<file path="src/rtl/mosc_pkg.sv">
package mosc_pkg;
  // register port geometry
  localparam int          ADDR_W          = 4;
  localparam logic [3:0]  OFS_POLARITY    = 4'h0;  // output_polarity_reg
  localparam logic [3:0]  OFS_PWM_CTRL    = 4'h1;  // pwm_output_control_reg
  localparam logic [3:0]  OFS_SAMPLING    = 4'h2;  // sampling_config_reg
  // reset values
  localparam logic [7:0]  RST_POLARITY    = 8'h3f;
  localparam logic [7:0]  RST_PWM_CTRL    = 8'h00;
  localparam logic [7:0]  RST_SAMPLING    = 8'h02;
  // output_polarity_reg fields
  localparam int          POL_EDGE_BIT    = 7;     // zero_demag_edge_relation
  localparam int          POL_SIDE_BIT    = 6;     // bemf_read_side
  localparam int          POL_CH_LSB      = 0;     // channel_polarity[5:0]
  localparam int          NUM_CH          = 6;
  // pwm_output_control_reg fields
  localparam int          PWC_DEBUG_BIT   = 7;     // debug_event_output
  localparam int          PWC_PHASE_LSB   = 4;     // u,v,w enables at 4,5,6
  localparam int          PWC_OT_LSB      = 0;     // off_time_sel[3:0]
  // sampling_config_reg fields
  localparam int          CFG_DS_LSB      = 4;     // sampling_delay_sel[3:0]
  localparam int          CFG_FLAG_BIT    = 3;     // sampling_out_flag
  localparam int          CFG_MASK_BIT    = 2;     // sampling_out_irq_enable
  localparam int          CFG_PRE_LSB     = 0;     // prescale high/low bits
  // timing: one step is 2.5 us at the reference peripheral clock
  localparam int          STEP_TIME_NS    = 2500;
  localparam int          REF_PERIPH_KHZ  = 4000;
  localparam int          STEP_CYCLES     = STEP_TIME_NS * REF_PERIPH_KHZ / 1000000;
  localparam int          STEP_CNT_W      = 8;
  // prescaler encodings
  localparam logic [1:0]  PRE_DIV1        = 2'h0;
  localparam logic [1:0]  PRE_DIV2        = 2'h1;
endpackage

</file>
<file path="src/rtl/mosc_prescaler.sv">
`timescale 1ns/1ps
module mosc_prescaler
  import mosc_pkg::*;
(
  input  wire logic       clk_i,      // motor-control clock
  input  wire logic       sys_rst_i,  // sync reset, active high
  input  wire logic [1:0] div_sel_i,  // prescale selection
  output logic            tick_o      // peripheral clock enable pulse
);
  typedef struct packed {
    logic [1:0] cnt;   // free divide counter
    logic       tick;  // registered enable
  } mosc_pre_s;

  mosc_pre_s s;       // current state
  mosc_pre_s next_s;  // next state

  // divide selection: 00 by 1, 01 by 2, 1x by 4
  always_comb begin
    next_s     = s;
    next_s.cnt = s.cnt + 2'h1;
    unique case (div_sel_i)
      PRE_DIV1: next_s.tick = 1'b1;              // [RULE15]
      PRE_DIV2: next_s.tick = s.cnt[0];          // [RULE15]
      default:  next_s.tick = (s.cnt == 2'h3);   // [RULE15]
    endcase
  end

  // state register
  always_ff @(posedge clk_i) begin
    if (sys_rst_i) begin
      s <= '0;
    end else begin
      s <= next_s;
    end
  end

  assign tick_o = s.tick;
endmodule

</file>
<file path="src/rtl/mosc_step_timer.sv">
`timescale 1ns/1ps
module mosc_step_timer
  import mosc_pkg::*;
#(
  parameter int STEPS   = STEP_CYCLES,  // peripheral ticks per step
  parameter int CNT_W   = STEP_CNT_W    // counter width
)(
  input  wire logic       clk_i,      // motor-control clock
  input  wire logic       sys_rst_i,  // sync reset, active high
  input  wire logic       tick_i,     // peripheral clock enable
  input  wire logic       start_i,    // load and run
  input  wire logic       abort_i,    // stop without done
  input  wire logic [4:0] steps_i,    // number of steps, 0 means none
  output logic            busy_o,     // interval running
  output logic            done_o      // one-cycle end pulse
);
  typedef struct packed {
    logic [CNT_W-1:0] cnt;   // ticks left
    logic             busy;  // running
    logic             done;  // end pulse
  } mosc_tmr_s;

  mosc_tmr_s s;       // current state
  mosc_tmr_s next_s;  // next state

  // refuse a counter too narrow for sixteen steps
  if (16 * STEPS >= 2 ** CNT_W || STEPS < 1) begin : g_chk
    $error("step timer counter too narrow");
  end

  // count whole steps of peripheral ticks
  always_comb begin
    next_s      = s;
    next_s.done = 1'b0;
    if (start_i) begin
      next_s.cnt  = CNT_W'(int'(steps_i) * STEPS);  // [RULE19]
      next_s.busy = (steps_i != 5'h00);
    end else if (abort_i) begin
      next_s.busy = 1'b0;
    end else if (s.busy && tick_i) begin
      if (s.cnt == CNT_W'(1)) begin
        next_s.busy = 1'b0;
        next_s.done = 1'b1;
      end else begin
        next_s.cnt = s.cnt - CNT_W'(1);
      end
    end
  end

  // state register
  always_ff @(posedge clk_i) begin
    if (sys_rst_i) begin
      s <= '0;
    end else begin
      s <= next_s;
    end
  end

  assign busy_o = s.busy;
  assign done_o = s.done;
endmodule

</file>
<file path="src/rtl/motor_output_sampling_config.sv">
// Added by the designer: the address map and the strobed register port.
`timescale 1ns/1ps
// Overview of operation
// RULE1: edge relation bit: opposite or same edges
// RULE2: read side bit: high or low channels
// RULE3: software always programs read side bit
// RULE4: motor pin equals inverted polarity xor on-state
// RULE5: channel polarity bits write-once until reset
// RULE6: set polarity before master output enable
// RULE7: debug bit routes events to two pins
// RULE8: per-phase enables gate pwm onto pins
// RULE9: minimum off time (value+1) steps sensorless
// RULE10: nonzero delay samples n steps into on
// RULE11: late on-time sample discarded, flag set
// RULE12: mask enables interrupt, zero sampling only
// RULE13: interrupt only with nonzero sampling delay
// RULE14: software masks interrupt when changing method
// RULE15: prescaler divides by one, two, four
// RULE16: software aims for 4 MHz peripheral clock
// RULE17: reset values 3f, 00, 02
// RULE18: any polarity write locks write-once bits
// RULE19: durations counted in peripheral clock ticks
module motor_output_sampling_config
  import mosc_pkg::*;
(
  input  wire logic              clk_i,                // motor-control clock
  input  wire logic              sys_rst_i,            // sync reset, active high

  // register port
  input  wire logic [ADDR_W-1:0] reg_addr_i,           // register address
  input  wire logic [7:0]        reg_wdata_i,          // write data
  input  wire logic              reg_wr_i,             // write strobe
  input  wire logic              reg_rd_i,             // read strobe
  output logic      [7:0]        reg_rdata_o,          // read data, next cycle

  // phase and output control from the rest of the unit
  input  wire logic [NUM_CH-1:0] channel_on_state_i,   // on-state per channel
  input  wire logic              master_output_enable_i, // motor pins enabled

  // pwm sources per phase u, v, w
  input  wire logic [2:0]        phase_pwm_i,          // compare pwm, u at bit 0
  input  wire logic              pwm_on_i,             // pwm in on time

  // operating mode
  input  wire logic              sensor_mode_sel_i,    // sensor mode
  input  wire logic              on_time_sampling_sel_i, // on-time sampling
  input  wire logic              zero_sampling_i,      // zero-crossing sampling
  input  wire logic              speed_mode_i,         // speed measurement mode

  // events for debug routing
  input  wire logic              commutation_evt_i,    // commutation event
  input  wire logic              demag_evt_i,          // demagnetisation event
  input  wire logic              zero_evt_i,           // zero-crossing event
  input  wire logic              update_evt_i,         // update event

  // outputs
  output logic      [NUM_CH-1:0] motor_out_pins_o,     // motor output levels
  output logic      [NUM_CH-1:0] motor_out_oe_o,       // motor output enables
  output logic                   phase_u_pwm_pin_o,    // gated u pwm
  output logic                   phase_v_pwm_pin_o,    // gated v pwm
  output logic                   phase_w_pwm_pin_o,    // gated w pwm
  output logic                   debug_demag_pin_o,    // debug event pin
  output logic                   debug_zero_pin_o,     // debug event pin
  output logic                   zero_demag_edge_relation_o, // edge relation
  output logic                   bemf_read_side_o,     // 1 reads low side
  output logic                   periph_tick_o,        // peripheral enable
  output logic                   min_off_active_o,     // minimum off running
  output logic                   sample_strobe_o,      // on-time sample pulse
  output logic                   sampling_out_irq_o    // sampling-out request
);

  // all state of the register bank
  // every output is a flop of this struct or of a submodule,
  // so pins never glitch on decode changes
  // the lock bit is hidden from software
  // and only a reset clears it
  // read data is zero outside its cycle
  typedef struct packed {
    logic [7:0]        pol;     // output_polarity_reg
    logic              locked;  // write-once bits locked
    logic [7:0]        pwc;     // pwm_output_control_reg
    logic [7:0]        cfg;     // sampling_config_reg
    logic [7:0]        rdata;   // read data register
    logic              pwm_q;   // previous pwm_on_i
    logic              sample;  // sample strobe
    logic [NUM_CH-1:0] mout;    // motor pin levels
    logic [NUM_CH-1:0] master_output_enable;     // motor pin enables
    logic [2:0]        ppin;    // gated pwm pins
    logic              dbg_d;   // debug demag pin
    logic              dbg_z;   // debug zero pin
    logic              irq;     // sampling-out request
  } mosc_state_s;

  mosc_state_s s;       // current state
  mosc_state_s next_s;  // next state

  // decoded fields
  // plain wires over the state
  // none of them holds a value
  logic [3:0] delay_sel;      // sampling_delay_sel
  logic [3:0] off_sel;        // off_time_sel
  logic [1:0] pre_sel;        // prescale bits
  logic       pwm_rise;       // pwm on time begins
  logic       pwm_fall;       // pwm on time ends

  logic       off_applies;    // minimum off time in force
  logic       delay_start;    // start on-time delay
  logic       delay_abort;    // on time ended early
  logic       delay_busy;     // delay running
  logic       delay_done;     // delay expired in on time

  logic       off_start;      // start minimum off time
  logic       off_busy;       // minimum off running

  logic       tick;           // peripheral enable

  logic       wr_pol;         // polarity write
  logic       wr_pwc;         // pwm control write
  logic       wr_cfg;         // sampling config write
  logic       late_sample;    // sample fell into off time

  // field views of the registers
  assign delay_sel = s.cfg[CFG_DS_LSB +: 4];
  assign off_sel   = s.pwc[PWC_OT_LSB +: 4];
  assign pre_sel   = s.cfg[CFG_PRE_LSB +: 2];
  // write strobes per register
  // unmapped addresses match none
  assign wr_pol    = reg_wr_i && (reg_addr_i == OFS_POLARITY);
  assign wr_pwc    = reg_wr_i && (reg_addr_i == OFS_PWM_CTRL);
  assign wr_cfg    = reg_wr_i && (reg_addr_i == OFS_SAMPLING);

  // pwm edges, same-clock source so no synchroniser
  // a rise opens the on time
  // a fall closes it
  // each edge lasts one cycle
  assign pwm_rise = pwm_on_i && !s.pwm_q;
  assign pwm_fall = !pwm_on_i && s.pwm_q;

  // on-time delay: only a nonzero delay samples during on time
  // zero keeps sampling in the off time
  assign delay_start = pwm_rise && (delay_sel != 4'h0);      // [RULE10]
  // on time ended before the delay ran out
  assign delay_abort = pwm_fall && delay_busy;
  // a delay ending as the off time begins
  // is late too: discarded and flagged
  assign late_sample = (delay_abort || (delay_done && !pwm_on_i))
                       && zero_sampling_i;                  // [RULE11] [RULE12]

  // minimum off time only sensorless, zero delay, off-time sampling
  // it starts as the on time closes
  // a new on time stops it
  // so does leaving the mode
  assign off_applies = !sensor_mode_sel_i && !on_time_sampling_sel_i
                       && (delay_sel == 4'h0);              // [RULE9]
  assign off_start   = pwm_fall && off_applies;

  // peripheral clock enable
  // all slow logic runs on this pulse
  // a new divide acts within four cycles
  mosc_prescaler u_pre (
    .clk_i     (clk_i),
    .sys_rst_i (sys_rst_i),
    .div_sel_i (pre_sel),
    .tick_o    (tick)
  );

  // sampling delay of n steps
  // a fall of the on time aborts it
  // its end pulse gives the sample
  mosc_step_timer #(
    .STEPS (STEP_CYCLES),
    .CNT_W (STEP_CNT_W)
  ) u_delay (
    .clk_i     (clk_i),
    .sys_rst_i (sys_rst_i),
    .tick_i    (tick),
    .start_i   (delay_start),
    .abort_i   (delay_abort),
    .steps_i   ({1'b0, delay_sel}),                         // [RULE10]
    .busy_o    (delay_busy),
    .done_o    (delay_done)
  );

  // minimum off time of value+1 steps
  // only busy is used here
  // its end pulse is left open
  mosc_step_timer #(
    .STEPS (STEP_CYCLES),
    .CNT_W (STEP_CNT_W)
  ) u_off (
    .clk_i     (clk_i),
    .sys_rst_i (sys_rst_i),
    .tick_i    (tick),
    .start_i   (off_start),
    .abort_i   (!off_applies || pwm_rise),
    .steps_i   ({1'b0, off_sel} + 5'h01),                   // [RULE9]
    .busy_o    (off_busy),
    .done_o    ()
  );

  // next-state logic of the whole bank
  // each field holds unless assigned
  // writes come first, events after,
  // so a hardware event wins
  always_comb begin
    next_s       = s;
    next_s.pwm_q = pwm_on_i;

    // polarity register writes
    // edge and side bits stay writable
    // channel bits take one write only
    // a lock needs no data change
    if (wr_pol) begin
      next_s.pol[POL_EDGE_BIT] = reg_wdata_i[POL_EDGE_BIT];  // [RULE1]
      next_s.pol[POL_SIDE_BIT] = reg_wdata_i[POL_SIDE_BIT];  // [RULE2]
      // first access still loads the channel bits
      if (!s.locked) begin
        next_s.pol[POL_CH_LSB +: NUM_CH] = reg_wdata_i[POL_CH_LSB +: NUM_CH];  // [RULE5]
      end
      // any access locks, even one aimed at other bits
      next_s.locked = 1'b1;                                 // [RULE18]
    end

    // pwm control register is fully writable
    // gating and debug act next cycle
    // off time applies at the next fall
    if (wr_pwc) begin
      next_s.pwc = reg_wdata_i;
    end

    // sampling config: flag clears on written zero
    // a written one leaves the flag
    // divide bits act next cycle
    // delay acts at the next rise
    if (wr_cfg) begin
      next_s.cfg[CFG_DS_LSB +: 4]  = reg_wdata_i[CFG_DS_LSB +: 4];
      next_s.cfg[CFG_MASK_BIT]     = reg_wdata_i[CFG_MASK_BIT];
      next_s.cfg[CFG_PRE_LSB +: 2] = reg_wdata_i[CFG_PRE_LSB +: 2];  // [RULE15]
      if (!reg_wdata_i[CFG_FLAG_BIT]) begin
        next_s.cfg[CFG_FLAG_BIT] = 1'b0;
      end
    end

    // a late sample sets the flag, winning over a clear
    // a clear in the same cycle is lost
    // software sees the flag next read
    if (late_sample) begin
      next_s.cfg[CFG_FLAG_BIT] = 1'b1;                      // [RULE11]
    end

    // sample taken only if the delay expired in on time
    // one clock after the delay ends
    // a single-cycle pulse
    next_s.sample = delay_done && pwm_on_i;                 // [RULE10] [RULE11]

    // request needs flag, mask, nonzero delay, zero sampling
    // the flag shows even while masked
    // a zero delay hides the request
    // but keeps the flag
    next_s.irq = next_s.cfg[CFG_FLAG_BIT] && next_s.cfg[CFG_MASK_BIT]
                 && zero_sampling_i                          // [RULE12]
                 && (next_s.cfg[CFG_DS_LSB +: 4] != 4'h0);   // [RULE13]

    // motor pins per channel
    // enables copy the master enable
    // levels drive whatever the enable
    for (int i = 0; i < NUM_CH; i++) begin
      next_s.mout[i] = ~(s.pol[POL_CH_LSB + i] ^ channel_on_state_i[i]);  // [RULE4]
      next_s.master_output_enable[i]  = master_output_enable_i;
    end

    // phase pwm gating, u at bit 0
    // a cleared enable holds its pin low
    // registered, so one cycle late
    for (int p = 0; p < 3; p++) begin
      next_s.ppin[p] = s.pwc[PWC_PHASE_LSB + p] && phase_pwm_i[p];  // [RULE8]
    end

    // debug event routing
    // pins stay low in normal mode
    // speed mode: commutation and update
    // else events merge per pin
    if (!s.pwc[PWC_DEBUG_BIT]) begin
      next_s.dbg_d = 1'b0;
      next_s.dbg_z = 1'b0;
    end else if (speed_mode_i) begin
      next_s.dbg_d = commutation_evt_i;                     // [RULE7]
      next_s.dbg_z = update_evt_i;                          // [RULE7]
    end else begin
      next_s.dbg_d = commutation_evt_i || demag_evt_i;      // [RULE7]
      next_s.dbg_z = commutation_evt_i || zero_evt_i;       // [RULE7]
    end

    // read data stands one cycle after the strobe
    // then returns to zero
    // the master never waits
    next_s.rdata = 8'h00;
    if (reg_rd_i) begin
      unique case (reg_addr_i)
        OFS_POLARITY: next_s.rdata = s.pol;
        OFS_PWM_CTRL: next_s.rdata = s.pwc;
        OFS_SAMPLING: next_s.rdata = s.cfg;
        default:      next_s.rdata = 8'h00;
      endcase
    end
  end

  // state register with documented reset values
  // reset releases the lock
  // motor pins idle high
  // all else clears to zero
  always_ff @(posedge clk_i) begin
    if (sys_rst_i) begin
      s        <= '0;
      s.pol    <= RST_POLARITY;                             // [RULE17]
      s.pwc    <= RST_PWM_CTRL;                             // [RULE17]
      s.cfg    <= RST_SAMPLING;                             // [RULE17]
      s.locked <= 1'b0;
      s.mout   <= '1;
    end else begin
      s <= next_s;
    end
  end

  // outputs
  // all from flops or the enable
  // no decode logic reaches a pin
  assign reg_rdata_o                = s.rdata;
  assign motor_out_pins_o           = s.mout;
  assign motor_out_oe_o             = s.master_output_enable;
  assign phase_u_pwm_pin_o          = s.ppin[0];
  assign phase_v_pwm_pin_o          = s.ppin[1];
  assign phase_w_pwm_pin_o          = s.ppin[2];
  assign debug_demag_pin_o          = s.dbg_d;
  assign debug_zero_pin_o           = s.dbg_z;
  assign zero_demag_edge_relation_o = s.pol[POL_EDGE_BIT];  // [RULE1]
  assign bemf_read_side_o           = s.pol[POL_SIDE_BIT];  // [RULE2]
  assign periph_tick_o              = tick;
  assign min_off_active_o           = off_busy;             // [RULE9]
  assign sample_strobe_o            = s.sample;
  assign sampling_out_irq_o         = s.irq;                // [RULE12]

endmodule

</file>
<file path="config.mk">
export PLATFORM = sky130hd
export DESIGN_NAME = motor_output_sampling_config
export DESIGN_NICKNAME = d
export VERILOG_FILES = /design/src/rtl/mosc_pkg.sv /design/src/rtl/mosc_prescaler.sv /design/src/rtl/mosc_step_timer.sv /design/src/rtl/motor_output_sampling_config.sv
export SDC_FILE = /design/constraint.sdc
export NUM_CORES = 1
export LEC_CHECK = 0
export BUFFER_PORTS_ARGS = -buffer_cell sky130_fd_sc_hd__buf_2
export CORE_ASPECT_RATIO = 1.4
export CORE_MARGIN = 8
export CORE_UTILIZATION = 50
export DETAILED_ROUTE_END_ITERATION = 6
export PLACE_DENSITY = 0.74
export SETUP_SLACK_MARGIN = 0.5
export SLEW_MARGIN = 25
export SYNTH_ARGS = -nofsm -noshare
export SYNTH_HDL_FRONTEND = slang
export SYNTH_SLANG_ARGS = --single-unit
</file>
<file path="constraint.sdc">
create_clock -name clk_i -period 3.23 [get_ports clk_i]
set_clock_uncertainty 0.1 [all_clocks]
set_input_delay 0.323 -clock clk_i [delete_from_list [all_inputs] [get_ports clk_i]]
set_output_delay 0.323 -clock clk_i [all_outputs]
set_load 0.005 [all_outputs]
</file>
* After elaboration in Yosys (flattened, before gate mapping)
Cells that the tools add are included.
** Storage, ports and cells
- Register bits after elaboration :: 70
- Bits of input ports :: 35
- Output and inout bits :: 31
- Logic and storage cells :: 133
** Operators by class
- Muxes and demuxes :: 18
- Multiply operators :: 2
- Reductions and logical operators :: 55
- $add $sub $neg :: 4
- Bitwise logic cells :: 20
- Equality and inequality tests :: 10
** Operators by type and width (count)
- $mux W8 :: 5
- $pmux W8 S3 :: 1
- $logic_and A1 B1 Y1 :: 21
- $mux W10 :: 2
- $mux W9 :: 2
- $eq A8 B1 Y1 const B :: 2
- $sub A8 B1 Y8 const B :: 2
- $not A1 Y1 :: 14
- $reduce_and A3 Y1 :: 4
- $reduce_bool A3 Y1 :: 4
- $reduce_bool A5 Y1 :: 2
- $logic_not A4 Y1 :: 2
- $ne A2 B2 Y1 const B :: 4
- $reduce_bool A4 Y1 :: 2
- $reduce_or A2 Y1 :: 4
- $mul A4 B3 Y7 const B :: 1
- $mul A5 B3 Y7 const B :: 1
- $mux W2 :: 3
- $reduce_and A2 Y1 :: 3
- $xor A1 B1 Y1 :: 6
- $add A4 B1 Y5 const B :: 1
- $logic_not A1 Y1 :: 5
- $eq A4 B1 Y1 const B :: 1
- $eq A4 B2 Y1 const B :: 1
- other kinds (9) :: 16

* Logic depth before layout (Yosys ltp)
Gate-level depths: netlist (run 1).
- Depth in word-level cells :: 9
- Depth in mapped cells :: 13
- Depth with buffers taken out :: 12

* By module
A second synthesis (run 1) with hierarchy kept.
** Unflattened totals
- Cell total of the unflattened synthesis :: 398
- Area total of the unflattened synthesis :: 3757.4 um^2
** By module, submodules not included
- motor_output_sampling_config :: cells an instance 229, area each 2099.5 um^2, times used 1, sequential area each 960.9 um^2
- mosc_step_timer :: cells an instance 80, area each 773.2 um^2, times used 2, sequential area each 200.2 um^2
- mosc_prescaler :: cells an instance 9, area each 111.4 um^2, times used 1, sequential area each 60.1 um^2

* Least setup slack after synthesis (run 1)
OpenSTA, ideal clock, no wires.
- Kind :: reg2reg
- Start :: register s, in the netlist off_sel[2]
- End :: register u_off.s[8] (netlist name)
- Library setup time :: 86 ps
- Arrival time :: 2233 ps
- Data required time :: 3044 ps
- Cell stages (with the launch flop) :: 14
- Clock period less this slack :: 2419 ps
- Buffers on the path :: 1
- Path slack :: 811 ps
- Path through :: dfxtp_1 > clkbuf_1 > nand3_1 > xnor2_1 > nand2_1 > inv_1 > nor2_1 > ha_1 > inv_1 > fa_1 > xor2_1 > xnor2_1 > nor2_1 > a211oi_1
** Between the ends
- Word-level cells in the longest chain between the ends :: 3
** Ends and longest elaborated chain
- start, declared :: line motor_output_sampling_config.sv:94 : mosc_state_s s;
- start signal, assigned :: line motor_output_sampling_config.sv:321 : s <= next_s;
- $add A4 B1 Y5 :: line motor_output_sampling_config.sv:196 : .steps_i ({1'b0, off_sel} + 5'h01),
- $mul A5 B3 Y7 :: line mosc_step_timer.sv:36 : next_s.cnt = CNT_W'(int'(steps_i) * STEPS);
- $mux W9 :: line mosc_step_timer.sv:35 : if (start_i) begin
- end signal, assigned :: line mosc_step_timer.sv:55 : s <= next_s;
- end, declared :: line mosc_step_timer.sv:23 : mosc_tmr_s s;
Every way passes these cells.
A chain may end at the register's enable or synchronous reset.

* Final worst setup path (run 1)
- Start :: register s, in the netlist off_sel[0]
- End :: register u_off.s[8] (netlist name)
The elaborated chain is that of the path after synthesis.

==> results of run 1 <==
## through the flow
stage          instance area [um2]  power (mW)   util  hold WS [ns]
2_1_floorplan                 3480        1.00      -         0.309
3_3_place_gp                  3740        1.04  0.547         0.328
3_5_place_dp                  3740        1.05  0.547         0.346
4_1_cts                       3980        1.85  0.581        0.0664
5_1_grt                       3990        1.91  0.583        0.0727
6_report                      3990        1.84  0.583        0.0788
## power by group
part	total, mW	leakage [nW]	internal, mW	switching (mW)
combinational	0.132	1.09	0.0582	0.0743
clock	0.812	0.113	0.461	0.351
sequential	0.895	0.569	0.881	0.0139
total	1.84	1.77	1.40	0.439
## sequential cells by signal, summed over array words and instances, names as in the netlist, 4 cells and up
name,cells
delay_sel,4
motor_out_pins_o,6
off_sel,4
reg_rdata_o,8
s,14
u_delay.s,8
u_off.s,8
## area by class of cell
| class | count | share of cell area |
|---|---|---|
| clock buffers | 10 | 0.0345 |
| clock inverters | 6 | 0.0235 |
| inverters | 13 | 0.0122 |
| multi-input cells | 277 | 0.459 |
| flip-flops and latches | 70 | 0.352 |
| well taps | 95 | 0.0298 |
| repair buffers | 69 | 0.0891 |
## layout by cell type (no fill, tap or decap), types with 12 or more instances in the layout
master | Yosys | routed
a21oi_1 | 28 | 28
mux2i_1 | 20 | 20
nor3_1 | 12 | 12
nand2_1 | 25 | 25
buf_2 | 2 | 65
nor2b_1 | 14 | 14
ha_1 | 15 | 15
dfxtp_1 | 70 | 69
nand3_1 | 13 | 12
nor2_1 | 54 | 54
inv_1 | 13 | 13
## routing by layer
| layer | global-route usage | up-vias | part of all wire |
|---|---|---|---|
| met5 | 0 | - | 0 |
| met4 | 0.0923 | 0 | 0.025 |
| met3 | 0.0517 | 16 | 0.066 |
| met2 | 0.273 | 86 | 0.48 |
| met1 | 0.191 | 1346 | 0.43 |
| li1 | - | 1429 | - |
## logic make-up after synthesis
kind of cell    after synthesis  synth area share
compound gates               60             0.107
xor+xnor                     20            0.0504
fa+ha+maj                    19            0.0712
buf+inv                      48            0.0741
flops                        70             0.403
mux                          21            0.0608
simple gates                157             0.233
## cells in the mapped netlist (10+ instances only)
cell type / n
dfxtp_1: 70
nor2_1: 54
a21oi_1: 28
nand2_1: 25
buf_4: 20
mux2i_1: 20
ha_1: 15
nor2b_1: 14
clkbuf_1: 13
inv_1: 13
nand3_1: 13
nor3_1: 12
nand2b_1: 11
o21ai_0: 10
xnor2_1: 10
xor2_1: 10
## worst max path at each step
stage	from	endpoint
2_1_floorplan	off_sel[2]	u_off.s[8]
5_1_grt	off_sel[0]	u_off.s[8]
3_5_place_dp	off_sel[2]	u_off.s[8]
6_report	off_sel[0]	u_off.s[8]
3_3_place_gp	off_sel[2]	u_off.s[8]
4_1_cts	off_sel[2]	u_off.s[8]
## worst max-delay path, stage by stage (launching register included)
cell      delay (ns)
dfxtp_1         0.45
nand3_2         0.16
xnor2_2         0.20
nand2_1         0.14
inv_1           0.07
nor2_1          0.11
ha_1            0.17
inv_1           0.05
fa_1            0.37
xor2_1          0.17
xnor2_1         0.14
nor2_1          0.05
a211oi_1        0.24
==> flow_metrics.py, run 1 <==
metrics = {
    "critical_path": {
        "cp.arrival_ns": 2.68,
        "worst_setup_path_start_kind": "register",
        "reg2reg_to": "u_off.s[8]",
        "cp-end-kind": "register",
        "timing.rr.start": "off_sel[0]",
        "rr_worst_depth": 12,
        "rrSetupSlack_ns": 0.71,
        "crit_type": "reg2reg",
        "required_ns": 3.38,
        "worst-path-max-fanout": 6,
    },
    "routing": {
        "firstDrtPassIters": 4,
        "drt.antenna.violating_nets": 0,
        "num_vias": 2877,
        "drt_iter0_markers": 225,
        "drc": 0,
        "totalWireLength_um": 7960,
        "drt-wirelength-per-cell_um": 14.7,
        "routed_via_density": 5.33,
    },
    "synth": {
        "synth.distinct_cells": 45,
        "synth_area_um2": 3480,
        "synth_cells": 395,
        "synth_seq_cells": 70,
        "async_reset_ff_frac": 0,
        "ys_seq_area_frac": 0.403,
        "synth.area.top_cells": "dfxtp_1, nor2_1, mux2i_1, ha_1, buf_4",
        "syn_avg_cell_area_um2": 8.81,
        "synth-main-ff-cell": "dfxtp_1",
        "synth_nets": 447,
        "synth_edf_count": 0,
        "yosysTopAreaCell": "dfxtp_1",
        "synth_top_area_share": 0.403,
        "yosysWarningCount": 0,
    },
    "global_routing": {
        "grt_first_pass_wirelength_um": 13200,
        "grt.total_usage": 0.168,
        "grt_pass1_vias": 2840,
        "grt_overflow_total": 0,
        "antenna_found_initial": 0,
        "grt_max_degree": 48,
    },
    "cts": {
        "cts_inserted_buffers": 9,
        "cts_root_buf": "clkbuf_8",
        "h-tree-depth": 3,
        "clockBufferDepth": 2,
        "cts_setup_buffers": 0,
        "clock_latency_ns": 0.35,
        "cts_resized": 0,
        "cts_tree": "done",
        "clk_pin_slew_ns": 0.08,
        "clkSinkCount": 70,
        "cts_hold_buf": 0,
    },
    "hold_path": {
        "worstHoldStart": "master_output_enable_i",
        "hold_class": "in2reg",
        "hold_path_depth": 2,
        "min_to": "motor_out_oe_o[0]",
    },
    "layout": {
        "diodes": 0,
        "layout-drive-gt1-share": 0.216,
        "seq_area_um2": 1400,
        "multiInputGateArea_um2": 1830,
        "synthToLayoutAreaGrowth_pct": 14.7,
        "fin_cells": 540,
        "fillers": 637,
        "final_net_count": 492,
    },
    "floorplanning": {
        "placementRows": 36,
        "core_um2": 6850,
        "start_util": 0.508,
        "ioPinCount": 66,
        "dieWidth_um": 86.5,
        "dieHeight_um": 115,
        "dieArea_um2": 9920,
    },
    "placement": {
        "dp.cells": 524,
        "dp_slack_ns": 0.594,
        "portBuffers": 65,
        "gp_congestion": 0.861,
        "dpl.hpwl_um": 5940,
    },
    "sta": {
        "slew_violations": 0,
        "setup_viol": 0,
        "fin_ws_ns": 0.708,
        "finalHoldViolations": 0,
        "setup_tns_ns": 0,
        "relSlewSlack": 0.443,
        "fmax_ghz": 0.396,
        "worst_pin_slew_ns": 0.836,
        "rsz0062_at_grt": "false",
        "finalCritPeriodShare": 0.781,
        "fin_crit_ns": 2.52,
    },
    "pwr": {
        "powerDensity_nw_per_um2": 461,
        "ir_drop_mv": 0.282,
        "power.leakage_nw": 1.77,
    },
    "job": {
        "max-cap-violations": 0,
    },
    "status": {
        "outcome": "complete, no violations",
    },
}
(Power assumes the default switching activity.)
==> inputs of run 2 (changes only) <==
--- a/config.mk
+++ b/config.mk
@@ -5,12 +5,13 @@
 export SDC_FILE = /design/constraint.sdc
 export NUM_CORES = 1
 export LEC_CHECK = 0
+export ABC_AREA = 1
 export BUFFER_PORTS_ARGS = -buffer_cell sky130_fd_sc_hd__buf_2
 export CORE_ASPECT_RATIO = 1.4
 export CORE_MARGIN = 8
 export CORE_UTILIZATION = 50
 export DETAILED_ROUTE_END_ITERATION = 6
-export PLACE_DENSITY = 0.74
+export PLACE_DENSITY = 0.76
 export SETUP_SLACK_MARGIN = 0.5
 export SLEW_MARGIN = 25
 export SYNTH_ARGS = -nofsm -noshare
==> constraint.sdc (replaced) <==
create_clock -name clk_i -period 2.2 [get_ports clk_i]
set_clock_uncertainty 0.1 [all_clocks]
set_input_delay 0.22 -clock clk_i [delete_from_list [all_inputs] [get_ports clk_i]]
set_output_delay 0.22 -clock clk_i [all_outputs]
set_load 0.005 [all_outputs]
==> run 2 against run 1 <==
Effect of this change: register-to-register slack got worse by 0.64 ns; clock power up 33%; die area up 6.2%; first-iteration DRC count rose by 0.89%; largest power group unchanged; largest cell class unchanged; core utilization increased by 5.0 points; total power increased by 46%; sequential share of layout area fell by 4.5 points; fmax rose by 18%; final area rose by 16%; count of clock-buffer cells in the layout unchanged.
==> flow_metrics.py, run 2 <==
metrics = {
    "cts": {
        "clkSinkCount": 70,
        "cts_root_buf": "clkbuf_8",
        "h-tree-depth": 3,
        "cts_tree": "done",
        "clock_latency_ns": 0.35,
        "cts_inserted_buffers": 9,
        "clk_pin_slew_ns": 0.08,
        "clockBufferDepth": 2,
    },
    "hold_path": {
        "min_to": "s[47]",
        "hold_class": "in2reg",
        "worstHoldStart": "reg_wdata_i[2]",
        "hold_path_depth": 3,
    },
    "routing": {
        "num_vias": 3537,
        "routed_via_density": 5.17,
        "drc": 0,
        "drt-wirelength-per-cell_um": 13.7,
        "drt_iter0_markers": 227,
        "drt.antenna.violating_nets": 0,
        "firstDrtPassIters": 5,
        "totalWireLength_um": 9400,
    },
    "synth": {
        "yosysWarningCount": 0,
        "syn_avg_cell_area_um2": 7.36,
        "synth-main-ff-cell": "dfxtp_1",
        "synth_edf_count": 0,
        "synth.area.top_cells": "dfxtp_1, nand2_1, inv_1, nor2_1, ha_1",
        "synth_area_um2": 3740,
        "synth_seq_cells": 70,
        "synth.most_common_cell": "nand2_1",
        "async_reset_ff_frac": 0,
        "synth.distinct_cells": 40,
        "synth_top_area_share": 0.375,
        "synth_top_cells_by_count": "nand2_1, inv_1, dfxtp_1",
        "synth_cells": 508,
        "yosysTopAreaCell": "dfxtp_1",
        "synth_nets": 560,
        "ys_seq_area_frac": 0.375,
    },
    "critical_path": {
        "worst-path-max-fanout": 6,
        "rrSetupSlack_ns": 0.07,
        "timing.rr.start": "off_sel[0]",
        "crit_type": "reg2reg",
        "cp_cell_sequence": "ha_4 > xnor2_4 > inv_2 > ha_4 > ha_4 > inv_2 > fa_1 > or2_0 > nand3_1 > nand2_1 > inv_1",
        "cp.arrival_ns": 2.33,
        "cp_slowest_cell": "fa_1",
        "rr_worst_depth": 11,
        "cpPeakStageDelay_ns": 0.45,
        "critPathTopFamily": "adder cells",
        "reg2reg_to": "u_off.s[7]",
        "cp-end-kind": "register",
        "required_ns": 2.40,
        "worst_setup_path_start_kind": "register",
        "critical_path_buf_inv_count": 3,
        "cp_common_cell": "ha_4",
    },
    "sta": {
        "slew_violations": 0,
        "relSlewSlack": 0.518,
        "setup_tns_ns": 0,
        "worst_pin_slew_ns": 0.722,
        "fin_ws_ns": 0.0696,
        "finalHoldViolations": 0,
        "setup_viol": 0,
        "rsz0062_at_grt": "true",
        "fin_crit_ns": 2.13,
        "fmax_ghz": 0.469,
        "finalCritPeriodShare": 0.968,
    },
    "global_routing": {
        "antenna_found_initial": 0,
        "grt_overflow_total": 0,
        "grt_pass1_vias": 3449,
        "grt_max_degree": 24,
        "grt.total_usage": 0.177,
        "grt_first_pass_wirelength_um": 14900,
    },
    "placement": {
        "gp_congestion": 0.875,
        "dp.cells": 642,
        "place_area_um2": 4050,
        "dpl.hpwl_um": 6530,
        "dp_slack_ns": 0.0559,
        "portBuffers": 65,
    },
    "layout": {
        "final_common_cell": "nand2_1",
        "finalInstanceArea_um2": 4630,
        "top_register": "s",
        "final_net_count": 634,
        "synthToLayoutAreaGrowth_pct": 23.9,
        "fillers": 639,
        "mostFrequentLayoutCells": "nand2_1, inv_1, buf_2",
        "largest_reg_flops": 14,
        "diodes": 0,
        "fin_cells": 684,
        "layout-drive-gt1-share": 0.288,
    },
    "floorplanning": {
        "dieArea_um2": 10500,
        "start_util": 0.511,
        "ioPinCount": 66,
        "dieHeight_um": 118,
        "placementRows": 37,
        "dieWidth_um": 89.1,
        "core_um2": 7310,
    },
    "pwr": {
        "ir_drop_mv": 0.363,
        "total_power_mw": 2.68,
        "power.leakage_nw": 2.28,
        "powerDensity_nw_per_um2": 578,
    },
    "job": {
        "max-cap-violations": 0,
    },
    "status": {
        "outcome": "complete, no violations",
    },
}
run 2: area by class of cell:
type	count	area [um2]	area share
Clock inverter	6	67.6	0.0146
Inverter	83	317	0.0684
Sequential cell	70	1420	0.307
Multi-Input combinational cell	324	1990	0.429
Tap cell	97	121	0.0262
Timing Repair Buffer	94	579	0.125
Clock buffer	10	138	0.0297
run 2: per-stage QoR:
step | utilization | hold WS (ns)
5_1_grt | 0.633 | 0.0217
2_1_floorplan | - | 0.194
4_1_cts | 0.609 | 0.00799
6_report | 0.633 | 0.0171
3_3_place_gp | 0.553 | 0.319
3_5_place_dp | 0.553 | 0.321
run 2: cells by family (layout without fill, tap and decap cells):
family | Yosys count | in the layout | share of synthesized area
AOI/OAI and AO/OA | 98 | 98 | 0.153
buffers and inverters | 114 | 193 | 0.143
DFF | 70 | 70 | 0.375
and+or+nand+nor | 201 | 201 | 0.249
xor gates and xnor gates | 8 | 8 | 0.0187
adders and majority gates | 17 | 17 | 0.0609
run 2: worst max-delay path by stage:
stage	start	endpoint	slack, ns	depth (start not counted)
finish	off_sel[0]	u_off.s[7]	0.07	11
global route	off_sel[0]	u_off.s[7]	-0.02	11
CTS	off_sel[0]	u_off.s[7]	0.09	11
detailed placement	off_sel[1]	u_off.s[7]	0.06	11
global placement	off_sel[1]	u_off.s[7]	0.13	11
floorplan	off_sel[0]	u_off.s[7]	0.19	11
run 2: power by group:
part           total [mW]  switching, mW  internal [mW]
registers            1.31         0.0210           1.29
logic               0.282          0.161          0.121
clock network        1.08          0.520          0.561
run 2: worst min-delay path: stages:
cell,delay (ns)
buf_2,0.12
a21oi_2,0.06
o21ai_2,0.04
run 2: routing by layer:
metal  part of all wire  wire (um)  vias to the layer above  GRT usage
li1                   -          -                     1782          -
met1               0.39       3630                     1639      0.187
met2               0.54       5060                       96      0.317
met3              0.051        478                       20     0.0409
met4              0.025        231                        0     0.0794
met5                  0          0                        -          0
run 2: timing repair:
item,CTS,global route
setup endpoints to repair,5,15
resized for setup,14,25
setup buffers,4,12
endpoints found under the hold margin,10,0
pin swaps,9,12
hold buffers,10,0
